File: src/can_rx_mask_pkg.sv
// package: register map, field layout and carrier types of the receive mask and buffer status unit
package can_rx_mask_pkg;

	localparam int ADDR_W = 4;
	localparam int DATA_W = 16;
	localparam int NUM_BUF = 32;
	localparam int NUM_MASK = 3;

	// register word indices
	localparam logic [ADDR_W-1:0] OFS_MASK_SELECT = 4'h0;
	localparam logic [ADDR_W-1:0] OFS_MASK0_SID = 4'h1;
	localparam logic [ADDR_W-1:0] OFS_MASK0_EID = 4'h2;
	localparam logic [ADDR_W-1:0] OFS_MASK1_SID = 4'h3;
	localparam logic [ADDR_W-1:0] OFS_MASK1_EID = 4'h4;
	localparam logic [ADDR_W-1:0] OFS_MASK2_SID = 4'h5;
	localparam logic [ADDR_W-1:0] OFS_MASK2_EID = 4'h6;
	localparam logic [ADDR_W-1:0] OFS_FULL_LOW = 4'h7;
	localparam logic [ADDR_W-1:0] OFS_FULL_HIGH = 4'h8;
	localparam logic [ADDR_W-1:0] OFS_OVF_LOW = 4'h9;
	localparam logic [ADDR_W-1:0] OFS_OVF_HIGH = 4'hA;
	localparam logic [ADDR_W-1:0] OFS_IRQ_STATUS = 4'hB;
	localparam logic [ADDR_W-1:0] OFS_IRQ_MASK = 4'hC;

	// field positions of the mask standard-identifier register
	localparam int MSID_SID_LSB = 5;
	localparam int MSID_MODE_BIT = 3;
	localparam int MSID_EIDHI_LSB = 0;
	// implemented bits: 15-5, 3, 1-0
	localparam logic [DATA_W-1:0] MSID_IMPL = 16'hFFEB;

	// mask source codes
	localparam logic [1:0] MSEL_SET0 = 2'h0;
	localparam logic [1:0] MSEL_SET1 = 2'h1;
	localparam logic [1:0] MSEL_SET2 = 2'h2;
	localparam logic [1:0] MSEL_RSVD = 2'h3;

	// interrupt status bit positions
	localparam int IRQ_STORED_BIT = 0;
	localparam int IRQ_OVF_BIT = 1;

	// reset values
	localparam logic [DATA_W-1:0] RST_MASK_SELECT = 16'h0000;
	localparam logic [DATA_W-1:0] RST_MASK = 16'h0000;
	localparam logic [NUM_BUF-1:0] RST_FLAGS = 32'h0000_0000;
	localparam logic [1:0] RST_IRQ = 2'h0;

	typedef struct packed {
		logic ide;
		logic [10:0] standard_identifier;
		logic [17:0] extended_identifier;
	} frame_t;

	typedef struct packed {
		logic filter_extended_enable;
		logic [10:0] standard_identifier;
		logic [17:0] extended_identifier;
	} filter_t;

	typedef struct packed {
		logic wr;
		logic rd;
		logic [ADDR_W-1:0] addr;
		logic [DATA_W-1:0] wdata;
	} reg_req_t;

endpackage

File: src/can_rx_mask_buf.sv
// receive acceptance masking for filters 8-15 plus receive buffer full/overflow status
// Functional notes
// - selector 00/01/10 picks mask set; 11 reserved
// - filter 15 selector high, filter 8 lowest
// - mask sid bit set compares, clear ignores
// - mask bits 1-0 gate extended bits 17:16
// - extended mask bits 15-0 gate low bits
// - mode bit set: frame type must match filter
// - mode bit clear: either type, masked ids equal
// - mask sid bits 4 and 2 read zero
// - storing into buffer sets its full flag
// - buffers 16-31 full flags in second register
// - hit to still-full buffer sets overflow flag
// - buffers 16-31 overflow flags in second register
// - every included bit must equal filter bit; eid bits count for extended frames only
// - filter extended enable picks accepted frame type when mode bit set
`timescale 1ns/1ps
`default_nettype none
module can_rx_mask_buf
	import can_rx_mask_pkg::*;
(
	input wire logic mclk_i,
	input wire logic rst_n_i,
	input wire can_rx_mask_pkg::reg_req_t req_i,
	output logic [can_rx_mask_pkg::DATA_W-1:0] rdata_o,
	input wire logic frame_valid_i,
	input wire can_rx_mask_pkg::frame_t frame_i,
	input wire logic [2:0] filter_num_i,
	input wire can_rx_mask_pkg::filter_t filter_i,
	input wire logic [4:0] target_buf_i,
	output logic accept_o,
	output logic store_o,
	output logic overflow_o,
	output logic [4:0] store_buf_o,
	output logic irq_o
);
	import can_rx_mask_pkg::*;

	typedef struct packed {
		logic [DATA_W-1:0] msel;
		logic [NUM_MASK-1:0][DATA_W-1:0] msid;
		logic [NUM_MASK-1:0][DATA_W-1:0] meid;
		logic [NUM_BUF-1:0] full;
		logic [NUM_BUF-1:0] ovf;
		logic [1:0] irq_stat;
		logic [1:0] irq_mask;
		logic [DATA_W-1:0] rdata;
		logic accept;
		logic store;
		logic overflow;
		logic [4:0] sbuf;
	} state_t;

	localparam state_t STATE_RST = '{
		msel: RST_MASK_SELECT,
		msid: {NUM_MASK{RST_MASK}},
		meid: {NUM_MASK{RST_MASK}},
		full: RST_FLAGS,
		ovf: RST_FLAGS,
		irq_stat: RST_IRQ,
		irq_mask: RST_IRQ,
		rdata: 16'h0000,
		accept: 1'b0,
		store: 1'b0,
		overflow: 1'b0,
		sbuf: 5'h00
	};

	state_t q;
	state_t d;

	// selector of filter 8+n sits at bits 2n+1:2n
	function automatic logic [1:0] mask_code(input logic [DATA_W-1:0] msel, input logic [2:0] n);
		return msel[{n, 1'b0} +: 2];
	endfunction

	// compare only where the mask is one; eid is looked at for extended frames only
	function automatic logic id_match(input frame_t f, input filter_t flt,
			input logic [DATA_W-1:0] ms, input logic [DATA_W-1:0] me);
		logic [10:0] sid_m;
		logic [17:0] eid_m;
		logic sid_ok;
		logic eid_ok;
		logic type_ok;
		sid_m = ms[DATA_W-1:MSID_SID_LSB];
		eid_m = {ms[MSID_EIDHI_LSB +: 2], me};
		sid_ok = ((f.standard_identifier ^ flt.standard_identifier) & sid_m) == 11'h000;
		eid_ok = ((f.extended_identifier ^ flt.extended_identifier) & eid_m) == 18'h00000;
		type_ok = !ms[MSID_MODE_BIT] || (f.ide == flt.filter_extended_enable);
		return type_ok && sid_ok && (!f.ide || eid_ok);
	endfunction

	logic [1:0] sel_c;
	logic mode_c;
	logic hit_c;
	logic was_full_c;
	logic [NUM_BUF-1:0] set_full;
	logic [NUM_BUF-1:0] set_ovf;
	logic [NUM_BUF-1:0] clr_full;
	logic [NUM_BUF-1:0] clr_ovf;
	logic [1:0] irq_ev;
	logic [DATA_W-1:0] rd_mux;

	always_comb begin
		d = q;
		sel_c = mask_code(q.msel, filter_num_i);
		mode_c = 1'b0;
		hit_c = 1'b0;
		// reserved code selects nothing, so the frame is not accepted
		if (sel_c != MSEL_RSVD) begin
			mode_c = q.msid[sel_c][MSID_MODE_BIT];
			hit_c = frame_valid_i && id_match(frame_i, filter_i, q.msid[sel_c], q.meid[sel_c]);
		end
		was_full_c = q.full[target_buf_i];

		set_full = '0;
		set_ovf = '0;
		if (hit_c && !was_full_c) begin
			set_full[target_buf_i] = 1'b1;
		end
		if (hit_c && was_full_c) begin
			set_ovf[target_buf_i] = 1'b1;
		end
		irq_ev = {|set_ovf, |set_full};

		// flag words are clear-only: a zero written clears, a one leaves the flag; the irq status word clears on a one
		clr_full = '0;
		clr_ovf = '0;
		if (req_i.wr) begin
			unique case (req_i.addr)
				OFS_MASK_SELECT: d.msel = req_i.wdata;
				OFS_MASK0_SID: d.msid[0] = req_i.wdata & MSID_IMPL;
				OFS_MASK0_EID: d.meid[0] = req_i.wdata;
				OFS_MASK1_SID: d.msid[1] = req_i.wdata & MSID_IMPL;
				OFS_MASK1_EID: d.meid[1] = req_i.wdata;
				OFS_MASK2_SID: d.msid[2] = req_i.wdata & MSID_IMPL;
				OFS_MASK2_EID: d.meid[2] = req_i.wdata;
				OFS_FULL_LOW: clr_full[15:0] = ~req_i.wdata;
				OFS_FULL_HIGH: clr_full[31:16] = ~req_i.wdata;
				OFS_OVF_LOW: clr_ovf[15:0] = ~req_i.wdata;
				OFS_OVF_HIGH: clr_ovf[31:16] = ~req_i.wdata;
				OFS_IRQ_STATUS: d.irq_stat = q.irq_stat & ~req_i.wdata[1:0];
				OFS_IRQ_MASK: d.irq_mask = req_i.wdata[1:0];
				default: ;
			endcase
		end
		// set after clear: an event landing on a clear is kept
		d.full = (q.full & ~clr_full) | set_full;
		d.ovf = (q.ovf & ~clr_ovf) | set_ovf;
		d.irq_stat = d.irq_stat | irq_ev;

		unique case (req_i.addr)
			OFS_MASK_SELECT: rd_mux = q.msel;
			OFS_MASK0_SID: rd_mux = q.msid[0];
			OFS_MASK0_EID: rd_mux = q.meid[0];
			OFS_MASK1_SID: rd_mux = q.msid[1];
			OFS_MASK1_EID: rd_mux = q.meid[1];
			OFS_MASK2_SID: rd_mux = q.msid[2];
			OFS_MASK2_EID: rd_mux = q.meid[2];
			OFS_FULL_LOW: rd_mux = q.full[15:0];
			OFS_FULL_HIGH: rd_mux = q.full[31:16];
			OFS_OVF_LOW: rd_mux = q.ovf[15:0];
			OFS_OVF_HIGH: rd_mux = q.ovf[31:16];
			OFS_IRQ_STATUS: rd_mux = {14'h0000, q.irq_stat};
			OFS_IRQ_MASK: rd_mux = {14'h0000, q.irq_mask};
			default: rd_mux = 16'h0000;
		endcase
		// read data appear for exactly one cycle after the read strobe
		d.rdata = req_i.rd ? rd_mux : 16'h0000;

		d.accept = hit_c;
		d.store = hit_c && !was_full_c;
		d.overflow = hit_c && was_full_c;
		d.sbuf = hit_c ? target_buf_i : q.sbuf;
	end

	always_ff @(posedge mclk_i) begin
		if (!rst_n_i) begin
			q <= STATE_RST;
		end else begin
			q <= d;
		end
	end

	assign rdata_o = q.rdata;
	assign accept_o = q.accept;
	assign store_o = q.store;
	assign overflow_o = q.overflow;
	assign store_buf_o = q.sbuf;
	assign irq_o = |(q.irq_stat & q.irq_mask);
endmodule
`default_nettype wire

File: config.mk
export PLATFORM = sky130hd
export DESIGN_NAME = can_rx_mask_buf
export DESIGN_NICKNAME = d
export VERILOG_FILES = /design/src/can_rx_mask_pkg.sv /design/src/can_rx_mask_buf.sv
export SDC_FILE = /design/constraint.sdc
export NUM_CORES = 1
export LEC_CHECK = 0
export BUFFER_PORTS_ARGS = -buffer_cell sky130_fd_sc_hd__buf_2
export CORE_MARGIN = 4
export CORE_UTILIZATION = 25
export DETAILED_ROUTE_END_ITERATION = 16
export GPL_ROUTABILITY_DRIVEN = 0
export HOLD_SLACK_MARGIN = 0.12
export PLACE_DENSITY = 0.41
export SLEW_MARGIN = 20
export SYNTH_ARGS = -nofsm -noshare
export SYNTH_HDL_FRONTEND = slang
export SYNTH_SLANG_ARGS = --single-unit
File: constraint.sdc
create_clock -name mclk_i -period 5 [get_ports mclk_i]
set_input_delay 0.25 -clock mclk_i [delete_from_list [all_inputs] [get_ports mclk_i]]
set_output_delay 0.25 -clock mclk_i [all_outputs]
set_load 0.02 [all_outputs]
* After elaboration in Yosys (flattened, before gate mapping)
Cells that the tools add are included.
** Word-level totals
- Bits in registers :: 198
- Latch bits :: 0
- Memories kept :: 0
- Bits in writable memories :: 0
- Input port bits :: 93
- Output and inout bits :: 25
- Word-level logic and storage cells :: 96
- Memory bits (read-only) :: 0
** Operators by class
- Multiply operators :: 0
- $add $sub $neg :: 0
- Muxes and demuxes :: 21
- Bitwise logic cells :: 15
- Div/mod/pow operators :: 0
- Equality and inequality tests :: 14
- Shift operators :: 1
- Reductions and logical operators :: 26
- $lt $le $gt $ge :: 3
** Operator list (number)
- 16-bit case mux with 13 select lines :: 1
- 32-bit two-way mux :: 4
- 16-bit two-way mux :: 6
- 32-bit bitwise AND :: 2
- 16-bit binary-select mux with 2-bit select :: 2
- 32-bit inverter :: 2
- 32-bit OR :: 2
- 32-bit OR reduction :: 2
- 4-bit == test, second input constant :: 5
- 18-bit bitwise AND :: 1
- 18-bit zero test :: 1
- 2-bit AND reduction :: 9
- 18-bit bitwise XOR :: 1
- 4-bit by 3-bit == test with 1-bit output, second input constant :: 4
- 16-bit inverter :: 1
- 16-bit by 5-bit variable part select with 2-bit output :: 1
- 11-bit bitwise AND :: 1
- 11-bit zero test :: 1
- 11-bit bitwise XOR :: 1
- 4-bit by 2-bit == test with 1-bit output, second input constant :: 2
- 1-bit logical AND :: 6
- 5-bit by 6-bit less-than comparator with 1-bit output, second input constant :: 1
- 1-bit binary-select mux with 5-bit select :: 1
- 1-bit demux with 5-bit select :: 1
- 15 further kinds :: 22

* Logic depth before layout (Yosys ltp)
- Word-level depth :: 13
- Gate-level depth with buffers :: 10
- Mapped depth without buffers :: 7

* Worst setup path before layout
Ideal clock, no wire load.
- Path type :: input to register
- Start :: in target_buf_i[1]
- End :: reg q[78] (netlist bit)
- Data arrival time :: 2.399 ns
- Cell stages on the path :: 10
- Slack :: 2.533 ns
- Path buffers :: 3
- Cells stage by stage :: clkbuf_1 -> clkbuf_8 -> mux2i_1 -> nor3_1 -> a31oi_1 -> nor2_1 -> o41ai_1 -> o311ai_4 -> buf_6 -> o21ai_2
** On the way
- Cells in the longest elaborated chain, start to end :: 6
** Ends and longest elaborated chain
- start: declaration :: line can_rx_mask_buf.sv:30 : input wire logic [4:0] target_buf_i,
- 5-bit by 6-bit less-than comparator with 1-bit output (not written as such) (tied with other cells) :: line can_rx_mask_buf.sv:119 : set_full[target_buf_i] = 1'b1;
- 1-bit logical AND (not written as such) or 1-bit two-way mux (tied branches) :: line can_rx_mask_buf.sv:119, can_rx_mask_buf.sv:114
- 1-bit two-way mux (not written as such) or 1-bit zero test (tied branches) :: line can_rx_mask_buf.sv:119, can_rx_mask_buf.sv:118
- 1-bit demux with 5-bit select or 1-bit logical AND (tied branches) :: line can_rx_mask_buf.sv:119, can_rx_mask_buf.sv:118
- 32-bit two-way mux * :: line can_rx_mask_buf.sv:118 : if (hit_c && !was_full_c) begin
- 32-bit OR * :: line can_rx_mask_buf.sv:148 : d.full = (q.full & ~clr_full) | set_full;
- end signal: assignment :: line can_rx_mask_buf.sv:179 : q <= STATE_RST;
- end signal: assignment :: line can_rx_mask_buf.sv:181 : q <= d;
- end: declaration :: line can_rx_mask_buf.sv:69 : state_t q;
Every way passes the cells marked *; elsewhere a longest branch is shown, timed or not. The select of a mux whose other input is x is not followed.
A chain may end at the register's enable or synchronous reset.

* Worst setup path after layout
- Start :: reg q[197] (netlist bit)
- End :: reg q[59] (netlist bit)
** On the way
- Cells in the longest elaborated chain, start to end :: 12
** Ends and longest elaborated chain
- 16-bit by 5-bit variable part select with 2-bit output * :: line can_rx_mask_buf.sv:74 : return msel[{n, 1'b0} +: 2];
- 16-bit binary-select mux with 2-bit select :: line can_rx_mask_buf.sv:112 : hit_c = frame_valid_i && id_match(frame_i, filter_i, q.msid[sel_c], q.meid[sel_c]);
- 16-bit two-way mux (not written as such) :: line can_rx_mask_buf.sv:112
- 18-bit bitwise AND (tied with other cells) :: line can_rx_mask_buf.sv:88 : eid_ok = ((f.extended_identifier ^ flt.extended_identifier) & eid_m) == 18'h00000;
- 18-bit zero test (tied with other cells) :: line can_rx_mask_buf.sv:88
- 1-bit logical OR or 1-bit logical AND (tied branches) :: line can_rx_mask_buf.sv:90 : return type_ok && sid_ok && (!f.ide || eid_ok);
- 1-bit logical AND :: line can_rx_mask_buf.sv:90
- 1-bit logical AND :: line can_rx_mask_buf.sv:112
- 1-bit two-way mux * :: line can_rx_mask_buf.sv:110 : if (sel_c != MSEL_RSVD) begin
- 1-bit logical AND * :: line can_rx_mask_buf.sv:121 : if (hit_c && was_full_c) begin
- 32-bit two-way mux * :: line can_rx_mask_buf.sv:121
- 32-bit OR * :: line can_rx_mask_buf.sv:149 : d.ovf = (q.ovf & ~clr_ovf) | set_ovf;
Marked as above.

==> summary.md <==
| Metric | Value |
|---|---|
| FILL cells | `4,257` |
| Drt wl/cell | `around 25 um` |
| I/O pins | `118` |
| Cell count along the critical path | `8` |
| DP Cell Count | `1,686` |
| Post-CTS sizing | `0` |
| CP Capture Type | `flip-flop` |
| Yosys reg bits | `198` |
| Final nets | `between 1,000 and 1,500` |
| Status | `finished, final reports clean` |
| Post-DP Area | `roughly 11,000 um2` |
| Syn avg cell area | `8.79 um2` |
| Drc violations | `0` |
| Share of cells above drive strength 1 | `20.6%` |
| GRT Total Usage | `a little under a fifth` |
| Sw Pwr | `around 0.93 mW` |
| VDD IR max | `254 uV` |
| H-tree Lvls | `4` |
| Cell family with most CP delay | `simple AND/OR/NAND/NOR gates` |
| Starting Density | `roughly 25%` |
| CTS tree | `done` |
| Hold WC Path Type | `primary input to flip-flop` |
| DRT iter0 DRCs | `about 980` |
| Synth warn | `0` |
| Fin cells | `1,719` |
| Crit Path Category | `flip-flop to flip-flop` |
| Fin crit share | `approximately 65%` |
| Slowest stage delay, CP | `0.96 ns` |
| Die Width | `between 200 and 250 um` |
| Relative slew slack | `21.8%` |
| Sequential cell fraction of total power | `46.4%` |
| Crit-path max FO | `33` |
| CTS Buf Count | `17` |
| Sequential cell area | `a little under 4000 um2` |
| Finished Cell Area | `11,500 um2` |
| Vias in the first global route | `8,643` |
| Post-synth EDFFs | `0` |
| CP max-delay cell | `nor3_1` |
| WP data required | `5.37 ns` |
| Worst Path Buf+Inv | `1` |
| First-pass GRT wire length | `62,500 um` |
| Cell chain of the critical path | `mux4_1, mux2_4, nor2_1, o21ai_1, nor3_1, o311ai_4, buf_4, o21ai_0` |
| Mapped Area | `10,100 um2` |
| I/O Buffers | `117` |
| RSZ-0062 raised after global routing | `false` |
| Worst Hold Depth | `3` |
| Max-cap violation count | `0` |
| Asr flop ratio synth | `0%` |
| Antenna diodes | `0` |
| Clock Tree Buf Depth | `2` |
| Ys flop type | `dfxtp_1` |
| DR pass1 iterations | `6` |
| Largest net degree at the start of global routing | `95` |
| Post-CTS Setup Inserts | `0` |
| Area occupied by multi-input gates | `5590 um2` |
| Layout Skew | `0.0156 ns` |
| Hpwl dp | `around 32,000 um` |
| Count of cell types in the netlist | `63` |
| Most common cell after layout, fill and taps aside | `nand2_1` |
| Leakage dissipation | `3.80 nW` |
| Root buffer cell | `clkbuf_16` |
| Reg clk slew, reported paths | `0.08 ns` |
| Cell Int Power | `2.56 mW` |
| Register area share after synthesis | `39.1%` |
| Logic pwr share | `10.4%` |
| Area delta synth->final | `13.7%` |
| Final WL | `42,600 um` |
| Sw frac | `a little over a quarter` |
| Max Slew Vio Count | `0` |
| Syn nets | `1,247` |
| Fmax | `309 MHz` |
| DR vias | `9,105` |
| Fin. Hold Viols | `0` |
| Commonest cells after routing, fill and taps aside | `nand2_1, dfxtp_1, buf_2, a21boi_0, o211ai_1` |
| Power per Cell Area | `between 300 and 400 nW/um2` |
| Worst-Margin Slew | `1.16 ns` |
| Row Count | `73` |
| Core Region | `39,900 um2` |
| Die Ht | `209 um` |
| Gate Count Post-Synth | `1,154` |
| Crit path time final | `3.24 ns` |
| Skew-Pair Late Insertion Delay | `approximately 0.45 ns` |
| Die ar. | `43,900 um2` |
| Tightest hold margin | `0.145 ns` |
| Via-to-Cell Ratio | `5.30` |
| CTS Sinks | `198` |
| Reg2Reg Depth | `8` |
| Clk pwr share | `about 43%` |
| Setup Viol. Count Final | `0` |
| Initial antenna violation count | `1` |
| Antenna-violating nets left | `0` |
| Total congestion overflow | `0` |
| Total negative slack | `0 ns` |
| WP data arrival | `3.61 ns` |
| Startpoint types | `flip-flop` |
metal layers:
metal	part of all wire (%)	GRT usage, %	up-vias	routed length, um
met1	49	28.5	4458	20900
li1	-	-	4264	-
met3	5.1	2.45	38	2170
met4	2.2	5.11	0	916
met2	44	28.6	345	18600
met5	0	0	-	0
power groups by stage:
stage / combinational (mW) / sequential, mW / clock, mW
2_1_floorplan: 0.230 / 1.65 / 0
3_3_place_gp: 0.361 / 1.66 / 0
3_5_place_dp: 0.363 / 1.66 / 0
4_1_cts: 0.364 / 1.62 / 1.54
5_1_grt: 0.390 / 1.62 / 1.61
6_report: 0.363 / 1.62 / 1.51
path summary, 6_finish.rpt:
path	start	endpoint	slack, ns
setup reg to reg	q[197]	q[59]	1.76
hold / removal	req_i[4]	q[96]	0.14
hold reg to reg	store_buf_o[0]	store_buf_o[0]	0.45
setup / recovery	q[197]	q[59]	1.76
metrics by stage:
step | setup slack [ns] | util [%] | power (mW)
after global placement | 1.77 | 27.3 | 2.02
after CTS | 1.85 | 28.9 | 3.52
after detailed placement | 1.73 | 27.3 | 2.02
after floorplan | 2.53 | - | 1.88
final | 1.76 | 28.9 | 3.49
after global routing | 1.73 | 28.9 | 3.62
worst reg2reg max path, cell delays in order (launching register included):
cell and delay (ns):
dfxtp_1 0.36, mux4_1 0.53, mux2_4 0.36, nor2_1 0.10
o21ai_1 0.11, nor3_1 0.96, o311ai_4 0.15, buf_4 0.33
o21ai_0 0.26
Yosys cell counts (2+ instances only):
master,n,share of area (%)
buf_4,21,1.6
nor3b_1,3,0.22
nand3_1,34,1.7
inv_1,2,0.074
a22o_1,37,3.2
mux2_2,2,0.22
nand4_1,7,0.43
xor2_1,29,2.5
a22oi_1,32,2.4
a221oi_1,36,3.1
nor2_1,23,0.85
nand2b_1,16,0.99
o21ai_2,45,3.9
a21boi_2,2,0.22
or2b_2,5,0.43
and2_1,4,0.25
a31oi_1,16,0.99
o311ai_4,2,0.52
or3_1,10,0.62
nor3_1,12,0.59
or2_2,4,0.25
mux2i_1,17,1.7
clkbuf_1,83,3.1
dfxtp_1,198,39
mux4_1,4,1.0
a222oi_1,16,1.6
o21ai_0,11,0.54
and2_0,3,0.18
o211ai_1,66,4.9
nor2b_1,4,0.25
a21boi_0,106,7.8
o21ai_1,14,0.69
a21oi_1,5,0.25
and3_1,5,0.31
or3_2,2,0.15
mux4_2,4,0.89
buf_1,6,0.22
clkbuf_8,2,0.27
buf_6,9,1.0
or2b_1,3,0.22
nand2_1,232,8.6
cell type report:
cell class / instances / share of cell area [%]
well taps: 525 / 5.69
multi-input cells: 830 / 48.4
inverters: 2 / 0.0650
clock inverters: 11 / 1.51
clock buffers: 21 / 3.90
flip-flops and latches: 198 / 34.3
repair buffers: 132 / 6.09
kinds of logic (layout without fill, tap and decap cells):
family	Yosys count	after routing	synth area share, %
compound gates	396	396	31.0
mux	29	29	4.19
simple gates	375	375	16.7
flops	198	198	39.1
xor+xnor	30	30	2.59
buf+inv	126	166	6.42
registers in the layout, indices dropped and copies added, names as in the netlist:
register,cells
accept_o,1
overflow_o,1
q,174
rdata_o,16
store_buf_o,5
store_o,1
what timing repair did:
action | 4_1_cts | 5_1_grt
setup endpoints to repair | 0 | 0
hold buffers | 1 | 0
endpoints found under the hold margin | 2 | 0
No activity file was read; power rests on OpenSTA's default activity.
